[src/shared/tap_setup_pkg.sv]
// Purpose: Shared constants and types for the setup instruction decoder behind the test port.
// Assumes: Six-bit instruction codes; the test clock is sampled by the 20 MHz system clock.
// Notes:   Every code, width, reset value and timing figure is named once here.

package tap_setup_pkg;

	// ----------------------------------------------------------------
	// Register widths
	// ----------------------------------------------------------------
	localparam int IR_W    = 6;
	localparam int ID_W    = 32;
	localparam int FULL_W  = 112;
	localparam int QUICK_W = 40;
	localparam int SIG_W   = 16;

	// ----------------------------------------------------------------
	// Instruction codes
	// ----------------------------------------------------------------
	localparam logic [5:0] EXTERNAL_TEST_CMD             = 6'h00;
	localparam logic [5:0] SELECT_FULL_SETUP_CMD         = 6'h01;
	localparam logic [5:0] SELECT_QUICK_SETUP_CMD        = 6'h02;
	localparam logic [5:0] SELECT_SIGNATURE_CMD          = 6'h03;
	localparam logic [5:0] LOAD_SRAM_FROM_SHIFT_CMD      = 6'h05;
	localparam logic [5:0] FETCH_SETUP_MEMORY_CMD        = 6'h06;
	localparam logic [5:0] FETCH_SIGNATURE_MEMORY_CMD    = 6'h0a;
	localparam logic [5:0] WRITE_SIGNATURE_MEMORY_CMD    = 6'h0b;
	localparam logic [5:0] WRITE_SETUP_MEMORY_CMD        = 6'h0c;
	localparam logic [5:0] IDENTIFY_CMD                  = 6'h0d;
	localparam logic [5:0] SET_READOUT_LOCK_CMD          = 6'h11;
	localparam logic [5:0] SLEEP_ANALOG_CMD              = 6'h12;
	localparam logic [5:0] WAKE_ANALOG_CMD               = 6'h13;
	localparam logic [5:0] RESTORE_SRAM_FROM_MEMORY_CMD  = 6'h16;
	localparam logic [5:0] CLEAR_SETUP_MEMORY_CMD        = 6'h17;
	localparam logic [5:0] CLEAR_SIGNATURE_MEMORY_CMD    = 6'h1b;
	localparam logic [5:0] START_AUTOCALIBRATION_CMD     = 6'h1c;
	localparam logic [5:0] BULK_CLEAR_ALL_CMD            = 6'h1d;
	localparam logic [5:0] SAMPLE_PRELOAD_CMD            = 6'h1e;
	localparam logic [5:0] BYPASS_CMD                    = 6'h3f;

	// ----------------------------------------------------------------
	// Capture and reset values
	// ----------------------------------------------------------------
	localparam logic [5:0]   IR_CAPTURE_VALUE = 6'h0d;
	localparam logic [5:0]   INSTR_RESET      = 6'h0d;
	localparam logic [111:0] SETUP_RESET      = 112'h0;
	localparam logic [15:0]  SIG_RESET        = 16'h0;
	localparam logic [111:0] SRAM_RESET       = 112'h0;

	// ----------------------------------------------------------------
	// Deferred command queue and timing
	// ----------------------------------------------------------------
	localparam int CMD_FIFO_DEPTH = 4;
	localparam int CLK_PERIOD_NS  = 50;
	localparam int SWITCH_TIME_NS = 1000;
	localparam int SWITCH_CYCLES  = SWITCH_TIME_NS / CLK_PERIOD_NS;

	// ----------------------------------------------------------------
	// Types
	// ----------------------------------------------------------------
	typedef enum logic [3:0] {
		TEST_RESET, RUN_IDLE,
		SELECT_DR, CAPTURE_DR, SHIFT_DR, EXIT1_DR, PAUSE_DR, EXIT2_DR, UPDATE_DR,
		SELECT_IR, CAPTURE_IR, SHIFT_IR, EXIT1_IR, PAUSE_IR, EXIT2_IR, UPDATE_IR
	} tap_state_t;

	typedef enum logic [2:0] {
		PATH_BYPASS, PATH_ID, PATH_FULL, PATH_QUICK, PATH_SIG
	} path_t;

endpackage

[src/logic/pin_sync.sv]
// Purpose: Two-stage synchroniser with edge detection for asynchronous pins.
// Assumes: Pins change slowly compared with i_clk.
// Notes:   Edges are found on the second and third stages only.

module pin_sync #(
	parameter int W = 3
) (
	// Clock and reset.
	input  wire logic         i_clk,
	input  wire logic         i_reset,
	// Raw pins.
	input  wire logic [W-1:0] i_pins,
	// Synchronised levels and one-cycle edge pulses.
	output logic      [W-1:0] o_level,
	output logic      [W-1:0] o_rise,
	output logic      [W-1:0] o_fall
);

	typedef struct packed {
		logic [W-1:0] meta;
		logic [W-1:0] stable;
		logic [W-1:0] last;
	} sync_state_t;

	sync_state_t s;
	sync_state_t next_s;

	// The first stage feeds only the second stage.
	always_comb begin
		next_s        = s;
		next_s.meta   = i_pins;
		next_s.stable = s.meta;
		next_s.last   = s.stable;
	end

	// State register.
	always_ff @(posedge i_clk or posedge i_reset) begin
		if (i_reset) begin
			s <= '0;
		end else begin
			s <= next_s;
		end
	end

	// Edges compare the settled stage with the one behind it.
	assign o_level = s.stable;
	assign o_rise  = s.stable & ~s.last;
	assign o_fall  = ~s.stable & s.last;

endmodule

[src/logic/cmd_fifo.sv]
// Purpose: Small first-in first-out queue with valid and ready on both sides.
// Assumes: DEPTH is a power of two.
// Notes:   Push and pop in one cycle are allowed when neither side is blocked.

module cmd_fifo #(
	parameter int WIDTH = 6,
	parameter int DEPTH = 4
) (
	// Clock and reset.
	input  wire logic             i_clk,
	input  wire logic             i_reset,
	// Filling side.
	input  wire logic             i_in_valid,
	input  wire logic [WIDTH-1:0] i_in_data,
	output logic                  o_in_ready,
	// Draining side.
	output logic                  o_out_valid,
	output logic      [WIDTH-1:0] o_out_data,
	input  wire logic             i_out_ready
);

	localparam int PW = $clog2(DEPTH);
	localparam int CW = $clog2(DEPTH + 1);
	localparam logic [CW-1:0] FULL_COUNT = CW'(DEPTH);

	typedef struct packed {
		logic [DEPTH-1:0][WIDTH-1:0] mem;
		logic [PW-1:0]               wr;
		logic [PW-1:0]               rd;
		logic [CW-1:0]               count;
	} fifo_state_t;

	fifo_state_t s;
	fifo_state_t next_s;
	logic        push;
	logic        pop;

	// Full and empty come straight from the occupancy count.
	assign o_in_ready  = (s.count != FULL_COUNT);
	assign o_out_valid = (s.count != '0);
	assign o_out_data  = s.mem[s.rd];
	assign push        = i_in_valid & o_in_ready;
	assign pop         = o_out_valid & i_out_ready;

	// Pointer and count update.
	always_comb begin
		next_s = s;
		if (push) begin
			next_s.mem[s.wr] = i_in_data;
			next_s.wr        = s.wr + PW'(1);
		end
		if (pop) begin
			next_s.rd = s.rd + PW'(1);
		end
		if (push && !pop) begin
			next_s.count = s.count + CW'(1);
		end else if (pop && !push) begin
			next_s.count = s.count - CW'(1);
		end
	end

	// State register.
	always_ff @(posedge i_clk or posedge i_reset) begin
		if (i_reset) begin
			s <= '0;
		end else begin
			s <= next_s;
		end
	end

endmodule

[src/logic/tap_setup_instruction_decoder.sv]
// Purpose: Test port instruction decoder, data path selection and deferred command execution.
// Assumes: Test clock, mode select and data in are asynchronous pins sampled by i_clk.
//          i_cal_done and i_nv_busy come from logic on i_clk.
// Notes:   Nonvolatile cells are modelled as registers that update when a command is drained.
//
// Operation
// Instruction register is six bits; controller shifts exactly six bits per IR scan.
// Any code with leading one selects the single bypass stage.
// Codes 000000 and 011110 select bypass; there is no boundary register.
// Code 001101 selects the 32-bit identification register without disturbing operation.
// Identification register is readable right after reset without loading an instruction.
// Code 000001 selects the 112-bit full setup register for data scans.
// Code 000010 selects the 40-bit quick setup register for data scans.
// Code 000011 selects the 16-bit signature register for data scans.
// The selected register shifts from serial input during data shifting.
// Codes 001011 and 001100 write signature and setup registers into memory.
// Code 010001 sets the readout lock; locked setup data never shifts out.
// Bulk clear 011101 zeroes setup, signature and lock; only way to clear lock.
// Code 000101 loads setup register into SRAM, whole or quick portion.
// Code 010110 reloads control SRAM from stored setup memory.
// SRAM loads take effect well under one microsecond after idle entry; here they wait while i_nv_busy is high.
// Codes 000110 and 001010 fetch setup and signature memory into registers.
// Code 011100 starts calibration; amplifiers held at zero until done.
// Codes 010010 and 010011 enter and leave analog power-down.
// Codes 010111 and 011011 clear setup and signature memory to zero.
// Memory writes only set bits; controller must clear before writing.
// Program, clear, load, power and calibration act at idle entry; others at update.
// Controller should finish in test-logic-reset with clock and mode idle.
// Bypass is one stage giving one test clock of delay.
// Unassigned leading-zero codes select bypass and do nothing.

module tap_setup_instruction_decoder #(
	// Identification value; arbitrary, low bit set as the test standard expects.
	parameter logic [31:0] ID_VALUE = 32'h0a5a_5001
) (
	// Clock and reset.
	input  wire logic          i_clk,
	input  wire logic          i_reset,
	// Test port pins.
	input  wire logic          i_tck,
	input  wire logic          i_tms,
	input  wire logic          i_tdi,
	output logic               o_tdo,
	output logic               o_tdo_oe,
	// Analog and memory handshakes.
	input  wire logic          i_cal_done,
	input  wire logic          i_nv_busy,
	// Device control outputs.
	output logic [111:0]       o_control_sram,
	output logic               o_amp_hold_zero,
	output logic               o_analog_sleep,
	output logic               o_readout_lock,
	output logic [5:0]         o_instruction
);

	// ----------------------------------------------------------------
	// State
	// ----------------------------------------------------------------
	typedef struct packed {
		tap_setup_pkg::tap_state_t tap;
		logic [5:0]                ir_sr;
		logic [5:0]                instr;
		logic                      bypass;
		logic [31:0]               id_sr;
		logic [111:0]              setup_sr;
		logic [15:0]               sig_sr;
		logic                      last_quick;
		logic [111:0]              setup_nv;
		logic [15:0]               sig_nv;
		logic                      lock;
		logic [111:0]              sram;
		logic                      sleep;
		logic                      cal;
		logic                      tdo;
		logic                      tdo_oe;
		logic                      pend_valid;
		logic [5:0]                pend_cmd;
	} dec_state_t;

	dec_state_t s;
	dec_state_t next_s;

	logic [2:0] pin_level;
	logic [2:0] pin_rise;
	logic [2:0] pin_fall;
	logic       tck_rise;
	logic       tck_fall;
	logic       tms;
	logic       tdi;
	logic       q_in_ready;
	logic       q_out_valid;
	logic [5:0] q_out_data;
	logic       q_out_ready;

	// ----------------------------------------------------------------
	// Decoding helpers
	// ----------------------------------------------------------------

	// Data path chosen by an instruction; anything unlisted falls to bypass.
	function automatic tap_setup_pkg::path_t path_of(input logic [5:0] code);
		path_of = tap_setup_pkg::PATH_BYPASS;
		if (!code[5]) begin
			case (code)
				tap_setup_pkg::IDENTIFY_CMD:           path_of = tap_setup_pkg::PATH_ID;
				tap_setup_pkg::SELECT_FULL_SETUP_CMD:  path_of = tap_setup_pkg::PATH_FULL;
				tap_setup_pkg::SELECT_QUICK_SETUP_CMD: path_of = tap_setup_pkg::PATH_QUICK;
				tap_setup_pkg::SELECT_SIGNATURE_CMD:   path_of = tap_setup_pkg::PATH_SIG;
				default:                               path_of = tap_setup_pkg::PATH_BYPASS;
			endcase
		end
	endfunction

	// Instructions that wait for idle entry before acting.
	function automatic logic is_deferred(input logic [5:0] code);
		case (code)
			tap_setup_pkg::WRITE_SIGNATURE_MEMORY_CMD,
			tap_setup_pkg::WRITE_SETUP_MEMORY_CMD,
			tap_setup_pkg::SET_READOUT_LOCK_CMD,
			tap_setup_pkg::SLEEP_ANALOG_CMD,
			tap_setup_pkg::WAKE_ANALOG_CMD,
			tap_setup_pkg::LOAD_SRAM_FROM_SHIFT_CMD,
			tap_setup_pkg::RESTORE_SRAM_FROM_MEMORY_CMD,
			tap_setup_pkg::CLEAR_SETUP_MEMORY_CMD,
			tap_setup_pkg::CLEAR_SIGNATURE_MEMORY_CMD,
			tap_setup_pkg::BULK_CLEAR_ALL_CMD,
			tap_setup_pkg::START_AUTOCALIBRATION_CMD: is_deferred = 1'b1;
			default:                                  is_deferred = 1'b0;
		endcase
	endfunction

	// Standard sixteen-state test port controller walk.
	function automatic tap_setup_pkg::tap_state_t tap_next(input tap_setup_pkg::tap_state_t st,
	                                                       input logic m);
		case (st)
			tap_setup_pkg::TEST_RESET: tap_next = m ? tap_setup_pkg::TEST_RESET : tap_setup_pkg::RUN_IDLE;
			tap_setup_pkg::RUN_IDLE:   tap_next = m ? tap_setup_pkg::SELECT_DR  : tap_setup_pkg::RUN_IDLE;
			tap_setup_pkg::SELECT_DR:  tap_next = m ? tap_setup_pkg::SELECT_IR  : tap_setup_pkg::CAPTURE_DR;
			tap_setup_pkg::CAPTURE_DR: tap_next = m ? tap_setup_pkg::EXIT1_DR   : tap_setup_pkg::SHIFT_DR;
			tap_setup_pkg::SHIFT_DR:   tap_next = m ? tap_setup_pkg::EXIT1_DR   : tap_setup_pkg::SHIFT_DR;
			tap_setup_pkg::EXIT1_DR:   tap_next = m ? tap_setup_pkg::UPDATE_DR  : tap_setup_pkg::PAUSE_DR;
			tap_setup_pkg::PAUSE_DR:   tap_next = m ? tap_setup_pkg::EXIT2_DR   : tap_setup_pkg::PAUSE_DR;
			tap_setup_pkg::EXIT2_DR:   tap_next = m ? tap_setup_pkg::UPDATE_DR  : tap_setup_pkg::SHIFT_DR;
			tap_setup_pkg::UPDATE_DR:  tap_next = m ? tap_setup_pkg::SELECT_DR  : tap_setup_pkg::RUN_IDLE;
			tap_setup_pkg::SELECT_IR:  tap_next = m ? tap_setup_pkg::TEST_RESET : tap_setup_pkg::CAPTURE_IR;
			tap_setup_pkg::CAPTURE_IR: tap_next = m ? tap_setup_pkg::EXIT1_IR   : tap_setup_pkg::SHIFT_IR;
			tap_setup_pkg::SHIFT_IR:   tap_next = m ? tap_setup_pkg::EXIT1_IR   : tap_setup_pkg::SHIFT_IR;
			tap_setup_pkg::EXIT1_IR:   tap_next = m ? tap_setup_pkg::UPDATE_IR  : tap_setup_pkg::PAUSE_IR;
			tap_setup_pkg::PAUSE_IR:   tap_next = m ? tap_setup_pkg::EXIT2_IR   : tap_setup_pkg::PAUSE_IR;
			tap_setup_pkg::EXIT2_IR:   tap_next = m ? tap_setup_pkg::UPDATE_IR  : tap_setup_pkg::SHIFT_IR;
			tap_setup_pkg::UPDATE_IR:  tap_next = m ? tap_setup_pkg::SELECT_DR  : tap_setup_pkg::RUN_IDLE;
			default:                   tap_next = tap_setup_pkg::TEST_RESET;
		endcase
	endfunction

	// ----------------------------------------------------------------
	// Pin synchronisers and deferred command queue
	// ----------------------------------------------------------------
	pin_sync #(
		.W (3)
	) u_pin_sync (
		.i_clk   (i_clk),
		.i_reset (i_reset),
		.i_pins  ({i_tck, i_tms, i_tdi}),
		.o_level (pin_level),
		.o_rise  (pin_rise),
		.o_fall  (pin_fall)
	);

	// Mode select and data in share the clock's delay, so they are read at its edge.
	assign tck_rise = pin_rise[2];
	assign tck_fall = pin_fall[2];
	assign tms      = pin_level[1];
	assign tdi      = pin_level[0];

	// The drain stalls while the nonvolatile cells are busy, so the queue really fills.
	assign q_out_ready = ~i_nv_busy;

	cmd_fifo #(
		.WIDTH (tap_setup_pkg::IR_W),
		.DEPTH (tap_setup_pkg::CMD_FIFO_DEPTH)
	) u_cmd_fifo (
		.i_clk       (i_clk),
		.i_reset     (i_reset),
		.i_in_valid  (s.pend_valid),
		.i_in_data   (s.pend_cmd),
		.o_in_ready  (q_in_ready),
		.o_out_valid (q_out_valid),
		.o_out_data  (q_out_data),
		.i_out_ready (q_out_ready)
	);

	// ----------------------------------------------------------------
	// Next-state logic
	// ----------------------------------------------------------------

	// Test clock rising edge: capture, shift, update and controller step.
	// Falling edge: serial output moves, as a chained device downstream expects.
	always_comb begin
		next_s = s;

		// Pending command is handed to the queue when it has room.
		if (s.pend_valid && q_in_ready) begin
			next_s.pend_valid = 1'b0;
		end

		if (tck_rise) begin
			case (s.tap)
				tap_setup_pkg::TEST_RESET: begin
					next_s.instr = tap_setup_pkg::INSTR_RESET;
				end
				tap_setup_pkg::CAPTURE_IR: begin
					next_s.ir_sr = tap_setup_pkg::IR_CAPTURE_VALUE;
				end
				tap_setup_pkg::SHIFT_IR: begin
					next_s.ir_sr = {tdi, s.ir_sr[5:1]};
				end
				tap_setup_pkg::UPDATE_IR: begin
					next_s.instr = s.ir_sr;
					case (s.ir_sr)
						tap_setup_pkg::SELECT_FULL_SETUP_CMD:      next_s.last_quick = 1'b0;
						tap_setup_pkg::SELECT_QUICK_SETUP_CMD:     next_s.last_quick = 1'b1;
						tap_setup_pkg::FETCH_SETUP_MEMORY_CMD:     next_s.setup_sr   = s.setup_nv;
						tap_setup_pkg::FETCH_SIGNATURE_MEMORY_CMD: next_s.sig_sr     = s.sig_nv;
						default:                                   next_s.last_quick = s.last_quick;
					endcase
				end
				tap_setup_pkg::CAPTURE_DR: begin
					case (path_of(s.instr))
						tap_setup_pkg::PATH_ID: next_s.id_sr  = ID_VALUE;
						default:                next_s.bypass = 1'b0;
					endcase
				end
				tap_setup_pkg::SHIFT_DR: begin
					case (path_of(s.instr))
						tap_setup_pkg::PATH_ID:    next_s.id_sr = {tdi, s.id_sr[31:1]};
						tap_setup_pkg::PATH_FULL:  next_s.setup_sr = {tdi, s.setup_sr[tap_setup_pkg::FULL_W-1:1]};
						tap_setup_pkg::PATH_QUICK: begin
							next_s.setup_sr[tap_setup_pkg::QUICK_W-1:0] =
								{tdi, s.setup_sr[tap_setup_pkg::QUICK_W-1:1]};
						end
						tap_setup_pkg::PATH_SIG:   next_s.sig_sr = {tdi, s.sig_sr[tap_setup_pkg::SIG_W-1:1]};
						default:                   next_s.bypass = tdi;
					endcase
				end
				default: begin
					next_s.bypass = s.bypass;
				end
			endcase

			next_s.tap = tap_next(s.tap, tms);

			// Deferred commands are queued on entry to idle; a second one before
			// the first is queued is dropped, which a controller at test clock
			// rates provokes only while the queue is full.
			if (next_s.tap == tap_setup_pkg::RUN_IDLE && s.tap != tap_setup_pkg::RUN_IDLE &&
			    is_deferred(next_s.instr) && !next_s.pend_valid) begin
				next_s.pend_valid = 1'b1;
				next_s.pend_cmd   = next_s.instr;
			end
		end

		if (tck_fall) begin
			next_s.tdo_oe = (s.tap == tap_setup_pkg::SHIFT_IR) || (s.tap == tap_setup_pkg::SHIFT_DR);
			if (s.tap == tap_setup_pkg::SHIFT_IR) begin
				next_s.tdo = s.ir_sr[0];
			end else begin
				case (path_of(s.instr))
					tap_setup_pkg::PATH_ID:    next_s.tdo = s.id_sr[0];
					tap_setup_pkg::PATH_FULL,
					tap_setup_pkg::PATH_QUICK: next_s.tdo = s.setup_sr[0] & ~s.lock;
					tap_setup_pkg::PATH_SIG:   next_s.tdo = s.sig_sr[0];
					default:                   next_s.tdo = s.bypass;
				endcase
			end
		end

		// Calibration ends on its done flag; a fresh start below wins over it.
		if (i_cal_done) begin
			next_s.cal = 1'b0;
		end

		// Drained command executes within a few cycles of idle entry unless i_nv_busy stalls the drain.
		if (q_out_valid && q_out_ready) begin
			case (q_out_data)
				tap_setup_pkg::WRITE_SIGNATURE_MEMORY_CMD: next_s.sig_nv   = s.sig_nv | s.sig_sr;
				tap_setup_pkg::WRITE_SETUP_MEMORY_CMD:     next_s.setup_nv = s.setup_nv | s.setup_sr;
				tap_setup_pkg::SET_READOUT_LOCK_CMD:       next_s.lock     = 1'b1;
				tap_setup_pkg::BULK_CLEAR_ALL_CMD: begin
					next_s.setup_nv = tap_setup_pkg::SETUP_RESET;
					next_s.sig_nv   = tap_setup_pkg::SIG_RESET;
					next_s.lock     = 1'b0;
				end
				tap_setup_pkg::LOAD_SRAM_FROM_SHIFT_CMD: begin
					if (s.last_quick) begin
						next_s.sram[tap_setup_pkg::QUICK_W-1:0] = s.setup_sr[tap_setup_pkg::QUICK_W-1:0];
					end else begin
						next_s.sram = s.setup_sr;
					end
				end
				tap_setup_pkg::RESTORE_SRAM_FROM_MEMORY_CMD: next_s.sram     = s.setup_nv;
				tap_setup_pkg::START_AUTOCALIBRATION_CMD:    next_s.cal      = 1'b1;
				tap_setup_pkg::SLEEP_ANALOG_CMD:             next_s.sleep    = 1'b1;
				tap_setup_pkg::WAKE_ANALOG_CMD:              next_s.sleep    = 1'b0;
				tap_setup_pkg::CLEAR_SETUP_MEMORY_CMD:       next_s.setup_nv = tap_setup_pkg::SETUP_RESET;
				tap_setup_pkg::CLEAR_SIGNATURE_MEMORY_CMD:   next_s.sig_nv   = tap_setup_pkg::SIG_RESET;
				default:                                     next_s.lock     = next_s.lock;
			endcase
		end
	end

	// ----------------------------------------------------------------
	// State register
	// ----------------------------------------------------------------
	always_ff @(posedge i_clk or posedge i_reset) begin
		if (i_reset) begin
			s          <= '0;
			s.tap      <= tap_setup_pkg::TEST_RESET;
			s.instr    <= tap_setup_pkg::INSTR_RESET;
			s.setup_nv <= tap_setup_pkg::SETUP_RESET;
			s.sig_nv   <= tap_setup_pkg::SIG_RESET;
			s.sram     <= tap_setup_pkg::SRAM_RESET;
		end else begin
			s <= next_s;
		end
	end

	// ----------------------------------------------------------------
	// Outputs
	// ----------------------------------------------------------------

	// All outputs come straight from the state register.
	assign o_tdo           = s.tdo;
	assign o_tdo_oe        = s.tdo_oe;
	assign o_control_sram  = s.sram;
	assign o_amp_hold_zero = s.cal;
	assign o_analog_sleep  = s.sleep;
	assign o_readout_lock  = s.lock;
	assign o_instruction   = s.instr;

endmodule

[config.mk]
export PLATFORM = sky130hd
export DESIGN_NAME = tap_setup_instruction_decoder
export DESIGN_NICKNAME = d
export VERILOG_FILES = /design/src/shared/tap_setup_pkg.sv /design/src/logic/pin_sync.sv /design/src/logic/cmd_fifo.sv /design/src/logic/tap_setup_instruction_decoder.sv
export SDC_FILE = /design/constraint.sdc
export NUM_CORES = 1
export LEC_CHECK = 0
export BUFFER_PORTS_ARGS = -buffer_cell sky130_fd_sc_hd__buf_2
export CAP_MARGIN = 20
export CORE_AREA = 2 2 268 204
export CTS_CLUSTER_DIAMETER = 150
export DETAILED_ROUTE_END_ITERATION = 7
export DIE_AREA = 0 0 270 206
export HOLD_SLACK_MARGIN = 0.03
export SLEW_MARGIN = 20
export SYNTH_ARGS = -nofsm -noshare
export SYNTH_HDL_FRONTEND = slang
export SYNTH_HIERARCHICAL = 1
export SYNTH_SLANG_ARGS = --single-unit
[constraint.sdc]
create_clock -name i_clk -period 17.1 [get_ports i_clk]
set_input_delay 1.71 -clock i_clk [delete_from_list [all_inputs] [get_ports i_clk]]
set_output_delay 1.71 -clock i_clk [all_outputs]
set_load 0.005 [all_outputs]
==> key figures <==
Status
  – Outcome: complete, no violations

STA
  – Clock Skew: 0.0192 ns
  – Slew @ Worst Pin: between 1 and 1.5 ns
  – Final Hold Viols: 0
  – Final setup fails: 0
  – RSZ-0062 raised after global routing: no
  – Setup_tns: 0 ns
  – Part of the cycle the worst path needs: 0.236
  – Fin. max-slew vios: 0
  – Worst slew margin: 0.311
  – Fmax achieved: 248 MHz
  – Crit path time final: 4.04 ns
  – Worst setup margin: 13.06 ns

Route
  – WL per Instance: 16.5 µm
  – Final WL: 46600 µm
  – DRC Markers: 0
  – DR pass1 iterations: 7
  – Post-DRT Antenna Nets: 0
  – Initial DRC Count: 1365
  – Vias per std cell: 5.17
  – Via Count: between 10000 and 15000

Final layout
  – Cell area after layout: 22800 µm²
  – Ant diodes: 0
  – Ratio of cells with drive above 1 in the final layout: 0.137
  – Util after Layout: 0.427
  – Fin nets: 2073
  – Layout area overhead: 9.29%

Critical path
  – CP max FO: 104
  – Reg2Reg Launch Point: s[426]
  – Worst-path cell chain: nor3_1, and2_4, o21ai_1, a211oi_4, buf_4, buf_4, a31oi_1
  – Req. time, crit path: between 15 and 20 ns
  – Critical Path End: s[354]
  – Top delay family on crit path: buffers and inverters
  – Kind of end point of the critical path: flop
  – Buf+Inv Stages, Crit Path: 2
  – FF-to-FF setup slack: between 10 and 15 ns
  – Worst setup path start: s[426]
  – Crit Path Category: flop to flop
  – Cell mode on critical path: buf_4
  – R2R cell count: 7
  – Worst R2R End: s[354]
  – CP peak stage delay: 0.84 ns
  – CP startpoint kind: flop
  – CP arrival: 4.44 ns
  – Cell depth of the worst setup path: 7
  – Max stage delay cell, worst path: buf_4

Placed design
  – Placed cell areas: between 20000 and 25000 µm²
  – Dpl hpwl: 27700 µm
  – Input/output buffers: 129
  – Pre-CTS WS: 12.66 ns
  – RePlAce Congestion: around 0.77

Logic synthesis
  – Syn Nets: 2132
  – Total of warnings raised by yosys: 6
  – Mean Syn Cell Area: 9.84 µm²
  – Synthesized area: 20900 µm²
  – Syn Inst Count: 2119

CTS
  – Sink Count: 468
  – H-tree depth: 2
  – # Post-CTS Setup Buffers: 0
  – Hold_buf cts: 0
  – CTS max path bufs: 3
  – CTS buffer count: between 40 and 50
  – Post-CTS Resized: 0
  – Root Driver: clkbuf_16
  – TritonCTS clock tree: done
  – Clk_lat worst skew: 0.59 ns
  – Clock transition at path regs: 0.06 ns

Floorplan
  – Starting density of the core: 0.390
  – Die width: 270 µm
  – # IOs: 130
  – Total Die Area: 55600 µm²
  – Row count: 74
  – Floorplan core area: 53400 µm²
  – Die Ht: between 200 and 250 µm

GRT
  – First-pass GRT wire length: 76500 µm
  – Largest net degree at the start of global routing: about 180
  – All-Layer GR Usage: 0.168
  – Vias in the first global route: 14061
  – Gr ovfl total: 0
  – Antenna violations before repair: 0

Pwr
  – VDD IR-drop max: 0.0000747 V
  – Total power draw: 0.00324 W
  – Combinational share of power: 0.207
  – NetSw: 0.00106 W
  – Pwr dens: 142 nW/µm²
  – Leakage: 11.3 nW
  – Internal Power: approximately 0.0022 W
  – Switch share: 0.327
  – Seq pwr share: 0.464
  – Clock power share: 0.329

Job
  – # Max-Cap Violations: 0

Min path
  – Hold Crit Class: flop to flop
how the worst min path moves through the flow:
stage                    startpoint                    end  slack, ns  cells after the start
2_1_floorplan  u_pin_sync/next_s[3]  u_pin_sync/o_level[0]       0.33                      0
3_3_place_gp   u_pin_sync/next_s[5]  u_pin_sync/o_level[2]       0.34                      0
3_5_place_dp   u_pin_sync/next_s[5]  u_pin_sync/o_level[2]       0.33                      0
4_1_cts        u_pin_sync/next_s[5]  u_pin_sync/o_level[2]       0.34                      0
5_1_grt        u_pin_sync/next_s[5]  u_pin_sync/o_level[2]       0.35                      0
6_report       u_pin_sync/next_s[5]  u_pin_sync/o_level[2]       0.35                      0
power groups by stage:
stage               clock [W]  sequential (W)  combinational (W)
floorplan                   0         0.00144           0.000539
global placement            0         0.00151           0.000651
detailed placement          0         0.00152           0.000673
CTS                   0.00110         0.00150           0.000673
global route          0.00115         0.00154           0.000764
finish                0.00107         0.00150           0.000672
sequential cells by signal (all words and copies together), names as in the netlist:
name and cells:
o_amp_hold_zero 1, o_analog_sleep 1, o_control_sram 112, o_instruction 6, o_readout_lock 1, o_tdo 1, o_tdo_oe 1, s 307
u_cmd_fifo/s 31, u_pin_sync/next_s 3, u_pin_sync/o_level 3, u_pin_sync/s 1
layout by cell type (no fill, tap or decap), types with 9 or more instances in the layout:
cell / instances
a21oi_1: 186
a22o_1: 24
a31oi_1: 115
buf_2: 129
buf_4: 19
clkbuf_16: 51
clkbuf_8: 9
clkinv_2: 12
dfrtp_1: 465
inv_1: 17
mux2_2: 29
mux2i_1: 130
nand2_1: 341
nor2_1: 301
nor2b_1: 9
nor3_1: 9
o21ai_0: 114
o22a_1: 9
layer usage:
metal	wire [µm]	part of all wire	track usage	up-vias
li1	-	-	-	6988
met1	22200	0.48	0.241	7203
met2	20800	0.45	0.259	301
met3	2480	0.053	0.0332	68
met4	1070	0.023	0.0512	0
met5	0	0	0	-
final cells by class:
class	instances	area, µm²
fillers	5115	30600
repair buffers	150	836
flip-flops and latches	468	11700
multi-input cells	1372	7660
clock buffers	68	1430
clock inverters	17	168
well taps	722	903
inverters	19	78.8
stage by stage:
step                hold WS (ns)  instances
floorplan                  0.331       2119
global placement           0.336       2730
detailed placement         0.335       2730
CTS                        0.344       2815
global route               0.349       2816
finish                     0.345       2816
worst register-to-register path: stages (launching register included):
cell and delay (ns):
dfrtp_1 0.67, nor3_1 0.52, and2_4 0.67, o21ai_1 0.30
a211oi_4 0.20, buf_4 0.40, buf_4 0.85, a31oi_1 0.25
(Power assumes the default switching activity.)
